<file path="config.mk">
export PLATFORM = sky130hd
export DESIGN_NAME = aaf_alarm_flags
export DESIGN_NICKNAME = d
export VERILOG_FILES = /design/src/aaf_pkg.sv /design/src/aaf_alarm_flags.sv /design/src/aaf_flag_cell.sv
export SDC_FILE = /design/constraint.sdc
export NUM_CORES = 1
export LEC_CHECK = 0
export BUFFER_PORTS_ARGS = -buffer_cell sky130_fd_sc_hd__buf_2
export CAP_MARGIN = 20
export CORE_ASPECT_RATIO = 1.75
export CORE_MARGIN = 5
export CORE_UTILIZATION = 40
export DETAILED_ROUTE_END_ITERATION = 10
export HOLD_SLACK_MARGIN = 0.06
export MAX_ROUTING_LAYER = met4
export PLACE_DENSITY_LB_ADDON = 0.05
export SLEW_MARGIN = 30
export SYNTH_ARGS = -nofsm -noshare
export SYNTH_HDL_FRONTEND = slang
export SYNTH_SLANG_ARGS = --single-unit
</file>
<file path="constraint.sdc">
create_clock -name clk -period 5.29 [get_ports clk]
set_clock_uncertainty 0.15 [all_clocks]
set_input_delay 0.2645 -clock clk [delete_from_list [all_inputs] [get_ports clk]]
set_output_delay 0.2645 -clock clk [all_outputs]
set_load 0.005 [all_outputs]
</file>
<file path="src/aaf_pkg.sv">
// Shared constants and types for the alarm flag register bank.
package aaf_pkg;

  // Register addresses on the serial port.
  localparam logic [6:0] ADDR_OVERVIEW = 7'h10;
  localparam logic [6:0] ADDR_TRIP_LOW = 7'h11;
  localparam logic [6:0] ADDR_LIVE_LOW = 7'h12;
  localparam logic [6:0] ADDR_TRIP_HIGH = 7'h13;
  localparam logic [6:0] ADDR_LIVE_HIGH = 7'h14;

  // Read values and reset values.
  localparam logic [7:0] FLAG_RESET = 8'h00;
  localparam logic [7:0] READ_ONES = 8'hFF;
  localparam logic [7:0] READ_UNMAPPED = 8'h00;

  // Frame layout: address, write bit, data, then the read byte.
  localparam int CMD_BITS = 16;
  localparam int DATA_BITS = 8;
  localparam int ADDR_MSB = 15;
  localparam int ADDR_LSB = 9;
  localparam int WRITE_BIT = 8;

  // Channel counts.
  localparam int NUM_CH_MAX = 8;
  localparam int NUM_CH_DEF = 8;
  localparam int CH_PER_REG = 4;

  // Comparator result of one channel.
  typedef struct packed {
    logic lo;
    logic hi;
  } aaf_cond_t;

  // Serial port states.
  typedef enum logic [2:0] {
    ST_IDLE = 3'b001,
    ST_CMD = 3'b010,
    ST_DATA = 3'b100
  } aaf_state_t;

endpackage : aaf_pkg

</file>
<file path="src/aaf_alarm_flags.sv">
// Alarm flag register bank read over the serial port.
// Overview of operation
// - Live flag is one while limit crossed.
// - Sticky flag latches, clears when register read.
// - Overview bit is OR of channel's sticky.
// - Overview bit position equals channel number.
// - Sticky byte pairs channel low, high from MSB.
// - Live byte uses the same pairing.
// - Flag reads one on alarm, zero otherwise.
// - All flags reset to zero, not writable.
// - Four-channel part ignores writes, reads ones for channels 4 to 7.
// - Two thresholds per channel, four flags each.
// - Flags live at addresses 11h through 14h.
`timescale 1ns/1ns
module aaf_alarm_flags #(
  parameter int NUM_CH = aaf_pkg::NUM_CH_DEF
) (
  // Clock and reset
  input wire logic clk,
  input wire logic rst,
  // Threshold comparator results, one pair per channel
  input wire aaf_pkg::aaf_cond_t [7:0] cond,
  // Serial port
  input wire logic sclk,
  input wire logic cs_n,
  input wire logic sdi,
  output logic sdo,
  output logic sdo_en,
  // Any sticky flag set, for the alarm pin
  output logic alarm_any
);

  localparam int NGRP = aaf_pkg::NUM_CH_MAX / aaf_pkg::CH_PER_REG;

  // Flag state gathered from the cells.
  logic [7:0] live_lo;
  logic [7:0] live_hi;
  logic [7:0] trip_lo;
  logic [7:0] trip_hi;
  logic [7:0] overview;
  wire [NGRP-1:0][7:0] trip_byte;
  wire [NGRP-1:0][7:0] live_byte;
  logic [NGRP-1:0] clr_grp;

  // One live and one sticky flag for each of the two thresholds of every channel.
  generate
    for (genvar ch = 0; ch < aaf_pkg::NUM_CH_MAX; ch++) begin : g_ch
      localparam int G = ch / aaf_pkg::CH_PER_REG;
      localparam int K = ch % aaf_pkg::CH_PER_REG;
      localparam bit PRESENT = (ch < NUM_CH);
      aaf_flag_cell u_lo (
        .clk(clk),
        .rst(rst),
        .cond(cond[ch].lo & PRESENT),
        .clr(clr_grp[G]),
        .live(live_lo[ch]),
        .trip(trip_lo[ch])
      );
      aaf_flag_cell u_hi (
        .clk(clk),
        .rst(rst),
        .cond(cond[ch].hi & PRESENT),
        .clr(clr_grp[G]),
        .live(live_hi[ch]),
        .trip(trip_hi[ch])
      );
      // Low flag above high flag, channel 0 of the group in the top pair.
      assign trip_byte[G][7-2*K] = trip_lo[ch];
      assign trip_byte[G][6-2*K] = trip_hi[ch];
      assign live_byte[G][7-2*K] = live_lo[ch];
      assign live_byte[G][6-2*K] = live_hi[ch];
      assign overview[ch] = trip_lo[ch] | trip_hi[ch];
    end
  endgenerate

  // Serial inputs pass two flip-flops; a third copy of the clock finds its edges.
  logic [2:0] sync_a;
  logic [2:0] sync_b;
  logic sclk_d;
  logic sclk_s;
  logic cs_s;
  logic sdi_s;

  always_ff @(posedge clk or posedge rst) begin
    if (rst) begin
      sync_a <= 3'h7;
      sync_b <= 3'h7;
      sclk_d <= 1'b1;
    end else begin
      sync_a <= {sclk, cs_n, sdi};
      sync_b <= sync_a;
      sclk_d <= sync_b[2];
    end
  end

  assign sclk_s = sync_b[2];
  assign cs_s = sync_b[1];
  assign sdi_s = sync_b[0];

  // Serial port state.
  aaf_pkg::aaf_state_t state;
  aaf_pkg::aaf_state_t next_state;
  logic [4:0] cnt;
  logic [4:0] next_cnt;
  logic [15:0] cmd;
  logic [15:0] next_cmd;
  logic [7:0] out_sr;
  logic [7:0] next_out_sr;
  logic sdo_q;
  logic next_sdo;
  logic next_alarm;
  logic [15:0] frame;
  logic [6:0] rd_addr;
  logic [7:0] rd_byte;
  logic load;
  logic rise;
  logic fall;

  assign rise = sclk_s & ~sclk_d;
  assign fall = ~sclk_s & sclk_d;

  // Read value for an address; on a part of four channels or fewer, channels 4 to 7 read as ones.
  always_comb begin
    case (rd_addr)
      aaf_pkg::ADDR_OVERVIEW: begin
        rd_byte = overview;
        if (NUM_CH <= aaf_pkg::CH_PER_REG) begin
          rd_byte[7:4] = aaf_pkg::READ_ONES[7:4];
        end
      end
      aaf_pkg::ADDR_TRIP_LOW: rd_byte = trip_byte[0];
      aaf_pkg::ADDR_LIVE_LOW: rd_byte = live_byte[0];
      aaf_pkg::ADDR_TRIP_HIGH: rd_byte = (NUM_CH > aaf_pkg::CH_PER_REG) ? trip_byte[1]
                                          : aaf_pkg::READ_ONES;
      aaf_pkg::ADDR_LIVE_HIGH: rd_byte = (NUM_CH > aaf_pkg::CH_PER_REG) ? live_byte[1]
                                          : aaf_pkg::READ_ONES;
      default: rd_byte = aaf_pkg::READ_UNMAPPED;
    endcase
  end

  // Frame decode: shift in the command, then shift out the read byte; writes are dropped.
  always_comb begin
    next_state = state;
    next_cnt = cnt;
    next_cmd = cmd;
    next_out_sr = out_sr;
    next_sdo = sdo_q;
    next_alarm = |overview;
    frame = {cmd[14:0], sdi_s};
    rd_addr = frame[aaf_pkg::ADDR_MSB:aaf_pkg::ADDR_LSB];
    load = 1'b0;
    clr_grp = '0;
    if (cs_s) begin
      next_state = aaf_pkg::ST_IDLE;
      next_cnt = 5'h00;
      next_sdo = 1'b0;
    end else begin
      case (state)
        aaf_pkg::ST_IDLE: begin
          next_state = aaf_pkg::ST_CMD;
          next_cnt = 5'h00;
        end
        aaf_pkg::ST_CMD: begin
          if (rise) begin
            next_cmd = frame;
            next_cnt = cnt + 5'h01;
            if (cnt == 5'(aaf_pkg::CMD_BITS - 1)) begin
              next_state = aaf_pkg::ST_DATA;
              next_cnt = 5'h00;
              if (!frame[aaf_pkg::WRITE_BIT]) begin
                load = 1'b1;
                next_out_sr = rd_byte;
                // Reading a sticky register clears the flags it showed.
                clr_grp[0] = (rd_addr == aaf_pkg::ADDR_TRIP_LOW);
                clr_grp[1] = (rd_addr == aaf_pkg::ADDR_TRIP_HIGH);
              end
            end
          end
        end
        aaf_pkg::ST_DATA: begin
          if (fall && cnt < 5'(aaf_pkg::DATA_BITS)) begin
            next_sdo = out_sr[7];
            next_out_sr = {out_sr[6:0], 1'b0};
            next_cnt = cnt + 5'h01;
          end
        end
        default: next_state = aaf_pkg::ST_IDLE;
      endcase
    end
  end

  // Serial port registers.
  always_ff @(posedge clk or posedge rst) begin
    if (rst) begin
      state <= aaf_pkg::ST_IDLE;
      cnt <= 5'h00;
      cmd <= 16'h0000;
      out_sr <= aaf_pkg::FLAG_RESET;
      sdo_q <= 1'b0;
      alarm_any <= 1'b0;
    end else begin
      state <= next_state;
      cnt <= next_cnt;
      cmd <= next_cmd;
      out_sr <= next_out_sr;
      sdo_q <= next_sdo;
      alarm_any <= next_alarm;
    end
  end

  assign sdo = sdo_q;
  assign sdo_en = (state == aaf_pkg::ST_DATA);

  // A live alarm on either threshold must already show in the channel's overview bit.
  chk_overview_or: assert property (@(posedge clk) disable iff (rst)
    ((live_lo | live_hi) & ~overview) == 8'h00)
    else $error("Overview bit missing for a live alarm.");
  chk_read_clears: assert property (@(posedge clk) disable iff (rst)
    load && rd_addr == aaf_pkg::ADDR_TRIP_LOW && cond[0] == 2'b00 |=> trip_byte[0][7:6] == 2'b00)
    else $error("Sticky flags of channel 0 survived a read.");
  chk_live_read: assert property (@(posedge clk) disable iff (rst)
    load && rd_addr == aaf_pkg::ADDR_LIVE_LOW |=> out_sr == $past(live_byte[0]))
    else $error("Live register read returned wrong byte.");
  chk_absent_ones: assert property (@(posedge clk) disable iff (rst)
    load && NUM_CH <= 4 && rd_addr == aaf_pkg::ADDR_TRIP_HIGH |=> out_sr == 8'hFF)
    else $error("Absent channel register did not read ones.");
  chk_sdo_quiet: assert property (@(posedge clk) disable iff (rst)
    cs_s |=> !sdo_en ##1 !sdo) else $error("Serial output active outside a frame.");

endmodule : aaf_alarm_flags

</file>
<file path="src/aaf_flag_cell.sv">
// One threshold's live and sticky alarm flag pair.
`timescale 1ns/1ns
module aaf_flag_cell (
  // Clock and reset
  input wire logic clk,
  input wire logic rst,
  // Condition and read clear
  input wire logic cond,
  input wire logic clr,
  // Flags
  output logic live,
  output logic trip
);

  logic next_live;
  logic next_trip;

  // Live follows the condition; sticky holds until a read, and a new event beats the clear.
  always_comb begin
    next_live = cond;
    next_trip = cond | (trip & ~clr);
  end

  // Both flags clear to zero on reset.
  always_ff @(posedge clk or posedge rst) begin
    if (rst) begin
      live <= 1'b0;
      trip <= 1'b0;
    end else begin
      live <= next_live;
      trip <= next_trip;
    end
  end

  chk_live_follows: assert property (@(posedge clk) disable iff (rst)
    ##1 live == $past(cond)) else $error("Live flag does not follow condition.");
  chk_trip_sets: assert property (@(posedge clk) disable iff (rst)
    cond |=> trip) else $error("Sticky flag missed an event.");
  chk_trip_holds: assert property (@(posedge clk) disable iff (rst)
    trip && !clr |=> trip) else $error("Sticky flag dropped without a read.");
  chk_trip_clears: assert property (@(posedge clk) disable iff (rst)
    trip && clr && !cond |=> !trip) else $error("Sticky flag not cleared by read.");

endmodule : aaf_flag_cell

</file>
==> results of run 1 <==
-- critical path: stages (launching register included) --
cell     delay [ns]
dfrtp_1        0.39
or4b_1         0.81
nor4b_4        0.51
nand3_2        0.30
a21o_1         0.25
-- cell type report --
type | count | area (um2)
clock buffers | 11 | 243
clock inverters | 5 | 80.1
fillers | 688 | 3780
inverters | 14 | 52.6
multi-input cells | 177 | 1200
flip-flops and latches | 72 | 1810
well taps | 88 | 110
repair buffers | 45 | 334
-- flip-flops by register name, indices dropped and copies added, names as in the netlist --
register	flops
cmd	15
g_ch.u_hi.live	8
g_ch.u_hi.trip	8
g_ch.u_lo.live	8
g_ch.u_lo.trip	8
out_sr	8
cnt	5
state	3
sync_a	3
sync_b	3
alarm_any	1
sclk_d	1
sdo	1
-- worst max-delay path by stage --
stage,start,slack (ns),to
after floorplan,rst,3.06,alarm_any
after detailed placement,cmd[14],2.80,g_ch[3].u_hi.trip
after global routing,cmd[13],2.60,g_ch[3].u_hi.trip
after CTS,cmd[13],2.76,g_ch[3].u_hi.trip
after global placement,cnt[0],2.61,out_sr[5]
final,cmd[13],2.77,g_ch[1].u_lo.trip
-- report_power, final --
part           internal (uW)  switching, uW  total [uW]
combinational           27.4           31.9        59.3
sequential               568           9.54         578
clock                    425            225         650
total                   1020            266        1290
-- Yosys cell counts (all sizes together), types with 2 or more instances --
library cell  count
dfrtp            64
a211oi            2
o21ai            11
nand2b            3
o31ai             8
a2111oi          14
nor4b             2
nor2b             2
nand3             7
nand3b            2
nand2            30
o221ai            2
buf               8
or3b              2
nor3b             3
a21oi            11
mux2i             7
inv              14
clkbuf            8
nand4             2
a2bb2oi           2
a21o             17
nor4              5
nor2              6
dfstp             8
mux2              8
nor3             15
and2              2
ha                3
-- per-stage QoR --
| stage | hold slack, ns | area (um2) |
|---|---|---|
| after detailed placement | 0.197 | 3310 |
| after global routing | 0.209 | 3840 |
| after floorplan | 0.119 | 3130 |
| after global placement | 0.197 | 3300 |
| after CTS | 0.0877 | 3820 |
| final | 0.204 | 3840 |
-- repair_timing --
action,4_1_cts,5_1_grt
setup endpoints to repair,0,0
hold endpoints to repair,35,64
hold buffers,19,1
-- logic make-up after synthesis --
logic type                 Yosys count  synth area share, %
muxes                               15                 5.12
DFF                                 72                 57.9
AOI/OAI and AO/OA                   72                 16.4
buffers and inverters               30                 3.84
and+or+nand+nor                     87                 15.5
adders and majority gates            3                 1.20
-- routing by layer --
layer	vias up	share of wire, %
met1	1121	39
met3	14	3.1
li1	1097	-
met2	47	55
met5	-	0
met4	0	2.3
==> results.md, run 1 <==
- Worst setup margin: 2.77 ns
- CTS Sinks: 72
- Mapped cell area: 0.00313 mm2
- Hold_sp: sync_a[2]
- Starting Density: 41.1%
- Clock insertion delay at the later pin of the skew report: 0.33 ns
- Count of cell types in the netlist: 45
- GRT met1 Usage: 18.5%
- Via count: 2279
- Worst-Margin Slew: 0.733 ns
- Initial DRC count: 151
- Critical register-to-register path startpoint: cmd[13]
- Reg clk slew, reported paths: 0.06 ns
- Final GP Congestion: 0.777
- Asr flop ratio synth: 100%
- Die Ht: 127 um
- Slew Limit Headroom: 50.6%
- Share of the synthesized area in the top cell type: 51.2%
- Register bit count reported by yosys: 72
- I/O pins: 24
- Post-DR vias/cell: 5.53
- DRC: 0
- Arrival time worst endpoint: 2.59 ns
- Post-Syn Instances: 279
- Row Count: 42
- Setup crit start kind: flip-flop
- First-pass GRT wire length: 11900 um
- Resize count post-CTS: 0
- Type of the tightest min-delay check: flip-flop to flip-flop
- Final Max Tran Viols: 0
- Commonest non-fill, non-tap cell in the layout: dfrtp_1
- Largest net degree at the start of global routing: 73
- Area growth syn-to-layout: 22.5%
- Detailed Route WL: 7040 um
- Final cycle utilization of the critical path: 47.6%
- Number of global-route vias before repair: 2262
- ANT cells: 0
- Critical Path Sink Type: flip-flop
- Routed len/inst: 17.1 um
- Core area: 0.00762 mm2
- Max Cap Viol: 0
- Drt pass-1 iters: 4
- Fmax: 0.397 GHz
- H-tree depth: 3
- Most frequent cells in the layout: dfrtp_1, nand2_1, buf_2
- Top_reg_cell synth: dfrtp_1
- CP Class: flip-flop to flip-flop
- Total number of yosys warnings: 0
- Sequential fraction of the synthesis area: 57.9%
- Peak VDD IR: 0.198 mV
- GR Util met2: 26.9%
- Path depth of the worst reg2reg path: 4
- DP HPWL: 4890 um
- Non-filler instance count after layout: 412
- Worst-path fanout max: 18
- Post-CTS setup buffer count: 0
- GRT Total Usage: 16.0%
- RSZ-0062 raised after global routing: no
- Layout cells sized above 1: 20.1%
- Final setup fails: 0
- Grt total ovfl: 0
- Post-route ant nets: 0
- Post-Route Setup TNS: 0 ns
- Final Total Pwr: 1290 uW
- Placed Cells: 376
- M3 GR Usage: 2.61%
- Maximum root-to-sink buffer count: 2
- CTS tree: built
- Pwr dens: 335 mW/mm2
- Leakage: 0.00160 uW
- Die width: 76.9 um
- Worst reg2reg endpoint: g_ch[1].u_lo.trip
- # port buffers: 23
- Place WS: 2.80 ns
- Worst hold endpoint: sync_b[2]
- Largest area contributor in the netlist: dfrtp_1
- Clock root cell: clkbuf_16
- CTS buffer count: 9
- WHS Path Cells: 0
- Outcome: completed
- Busiest layer in global routing: met2
- Initial antenna violation count: 0
- Die area: 0.00977 mm2
- Most area-consuming cells after synthesis: dfrtp_1, dfstp_2, a21o_1, a2111oi_0, nand2_1
- Final core occ: 50.3%
- Reg2reg setup slack: 2.77 ns
- CP required: 5.36 ns
- Mapped Nets: 303
- Post-synth EDFFs: 0
- Final Critical Period: 2.52 ns
- Hold Vio Cnt, Final: 0
- Nets: 343
- Syn Area/Cell: 11.2 um2
(Power assumes the default switching activity.)
==> run 2: changes to the inputs <==
clock period = 2.2 ns   (was 5.29 ns; I/O delays follow)
==> run 2 against run 1 <==
  * The flow now finishes with violations (setup timing)
  * Utilization rose by 4.6 points
  * First-iteration DRC count fell by 48%
  * Sequential power rose by 140%
  * Worst setup slack got worse by 2.8 ns
  * Sequential share of layout area fell by 4.0 points
  * Clock-buffer cell count rose by 2
  * Final area rose by 9.2%
  * Wire length rose by 5.0%
  * Via count rose by 4.3%
  * Power rose by 140%
  * Die area did not move
  * Fmax rose by 13%
  * Critical endpoint is now out_sr[2]
  * Largest cell class unchanged
  * Largest power group unchanged
==> results.md, run 2 (same netlist as run 1, synthesis figures left out) <==
- Outcome: complete, but fails checks
- Failing checks: setup timing
- Crit. Startpoint: cmd[13]
- Drt pass-1 iters: 4
- Clock insertion delay at the later pin of the skew report: 0.33 ns
- Die width: 76.9 um
- Row Count: 42
- Reg area: 0.00181 mm2
- Number of global-route vias before repair: 2464
- H-tree depth: 3
- I/O pins: 24
- Reg clk slew, reported paths: 0.05 ns
- Slew Limit Headroom: 63.4%
- Area of the multi-input gates: 0.00132 mm2
- Final cycle utilization of the critical path: 102%
- Clock root cell: clkbuf_16
- Most frequent cells in the layout: dfrtp_1, nand2_1, buf_4
- CP required: 2.28 ns
- Worst-Margin Slew: 0.535 ns
- Detailed Route WL: 7380 um
- Core area: 0.00762 mm2
- Worst reg2reg endpoint: out_sr[2]
- Routed len/inst: 16.7 um
- Commonest non-fill, non-tap cell in the layout: dfrtp_1
- Arrival time worst endpoint: 2.31 ns
- Nets: 372
- GRT Total Usage: 16.6%
- Final core occ: 55.0%
- DRC: 0
- Peak VDD IR: 0.793 mV
- Die area: 0.00977 mm2
- Register name with the most flops: cmd
- Initial DRC count: 79
- Worst setup path endpoint: out_sr[2]
- Pwr dens: 736 mW/mm2
- Final GP Congestion: 0.774
- Largest net degree at the start of global routing: 44
- Final setup fails: 1
- CTS Sinks: 72
- Post-DR vias/cell: 5.39
- Maximum root-to-sink buffer count: 2
- Final Max Tran Viols: 0
- Setup crit start kind: flip-flop
- Die Ht: 127 um
- Grt total ovfl: 0
- Starting Density: 41.1%
- Leakage: 0.00179 uW
- Critical Path Sink Type: flip-flop
- First-pass GRT wire length: 12400 um
- Worst-path fanout max: 8
- Placed Cells: 394
- Hold Vio Cnt, Final: 0
- Largest register FFs: 15
- Area growth syn-to-layout: 33.8%
- Max Cap Viol: 0
- CTS tree: built
- Critical register-to-register path startpoint: cmd[13]
- Final Critical Period: 2.23 ns
- # port buffers: 23
- ANT cells: 0
- Reg2reg setup slack: -0.03 ns
- Fillers: 688
- CTS buffer count: 9
- Fmax: 0.448 GHz
- Layout cells sized above 1: 29.7%
- Via count: 2376
- DP HPWL: 5170 um
- CP Class: flip-flop to flip-flop
- Non-filler instance count after layout: 441
- Worst setup margin: -0.0343 ns
- Type of the tightest min-delay check: flip-flop to flip-flop
- RSZ-0062 raised after global routing: yes
- Initial antenna violation count: 0
- Path depth of the worst reg2reg path: 6
- Post-route ant nets: 0
==> run 2: where the power goes <==
group / switching, uW / leakage [uW] / internal, uW / total, uW
logic: 82.1 / 0.000787 / 77.9 / 160
registers: 22.7 / 0.000850 / 1370 / 1390
clock network: 509 / 0.000154 / 1020 / 1530
total: 614 / 0.00179 / 2470 / 3080
==> run 2: worst min path at each step <==
stage / start / end / slack (ns) / depth (start not counted)
3_5_place_dp: rst / g_ch[7].u_hi.trip / 0.06 / 3
5_1_grt: sync_a[2] / sync_b[2] / 0.21 / 0
3_3_place_gp: sclk / sync_a[2] / 0.06 / 1
6_report: sync_a[2] / sync_b[2] / 0.20 / 0
4_1_cts: sync_a[2] / sync_b[2] / 0.21 / 0
2_1_floorplan: sdi / sync_a[0] / -0.04 / 0
==> run 2: final cells by class <==
cell class / count / area share, %
timing repair buffer: 74 / 13.8
inverter: 14 / 1.25
multi-input combinational: 177 / 31.5
tap: 88 / 2.63
clock buffer: 13 / 5.98
clock inverter: 3 / 1.55
sequential: 72 / 43.3
==> run 2: layer usage <==
metal / wire (um) / track usage (%)
met5: 0 / -
met4: 265 / 8.34
met3: 187 / 3.45
met2: 4030 / 27.8
met1: 2900 / 18.6
==> run 2: worst max-delay path: stages, from the launching register on <==
cell	delay, ns
dfrtp_1	0.39
or4b_4	0.56
buf_12	0.16
buf_2	0.16
a2111oi_1	0.38
a2111oi_1	0.11
o31ai_1	0.23
==> run 2: through the flow <==
step	worst slack, ns	instance area, um2	TNS (ns)	hold slack (ns)	total power [uW]
global route	-0.105	4190	-0.999	0.208	3210
global placement	0.00623	3450	0	0.0645	1540
CTS	0.0277	4000	0	0.205	3120
finish	-0.0343	4190	-0.0343	0.204	3080
detailed placement	0.0212	3450	0	0.0594	1540
floorplan	0.0965	3130	0	-0.0355	1480
==> run 2: timing repair <==
action / CTS / global route
hold endpoints to repair: 99 / 0
setup buffers: 2 / 9
setup endpoints to repair: 2 / 17
hold buffers: 20 / 0
pin swaps: 0 / 14
cloned: 0 / 0
gates resized for setup: 1 / 31
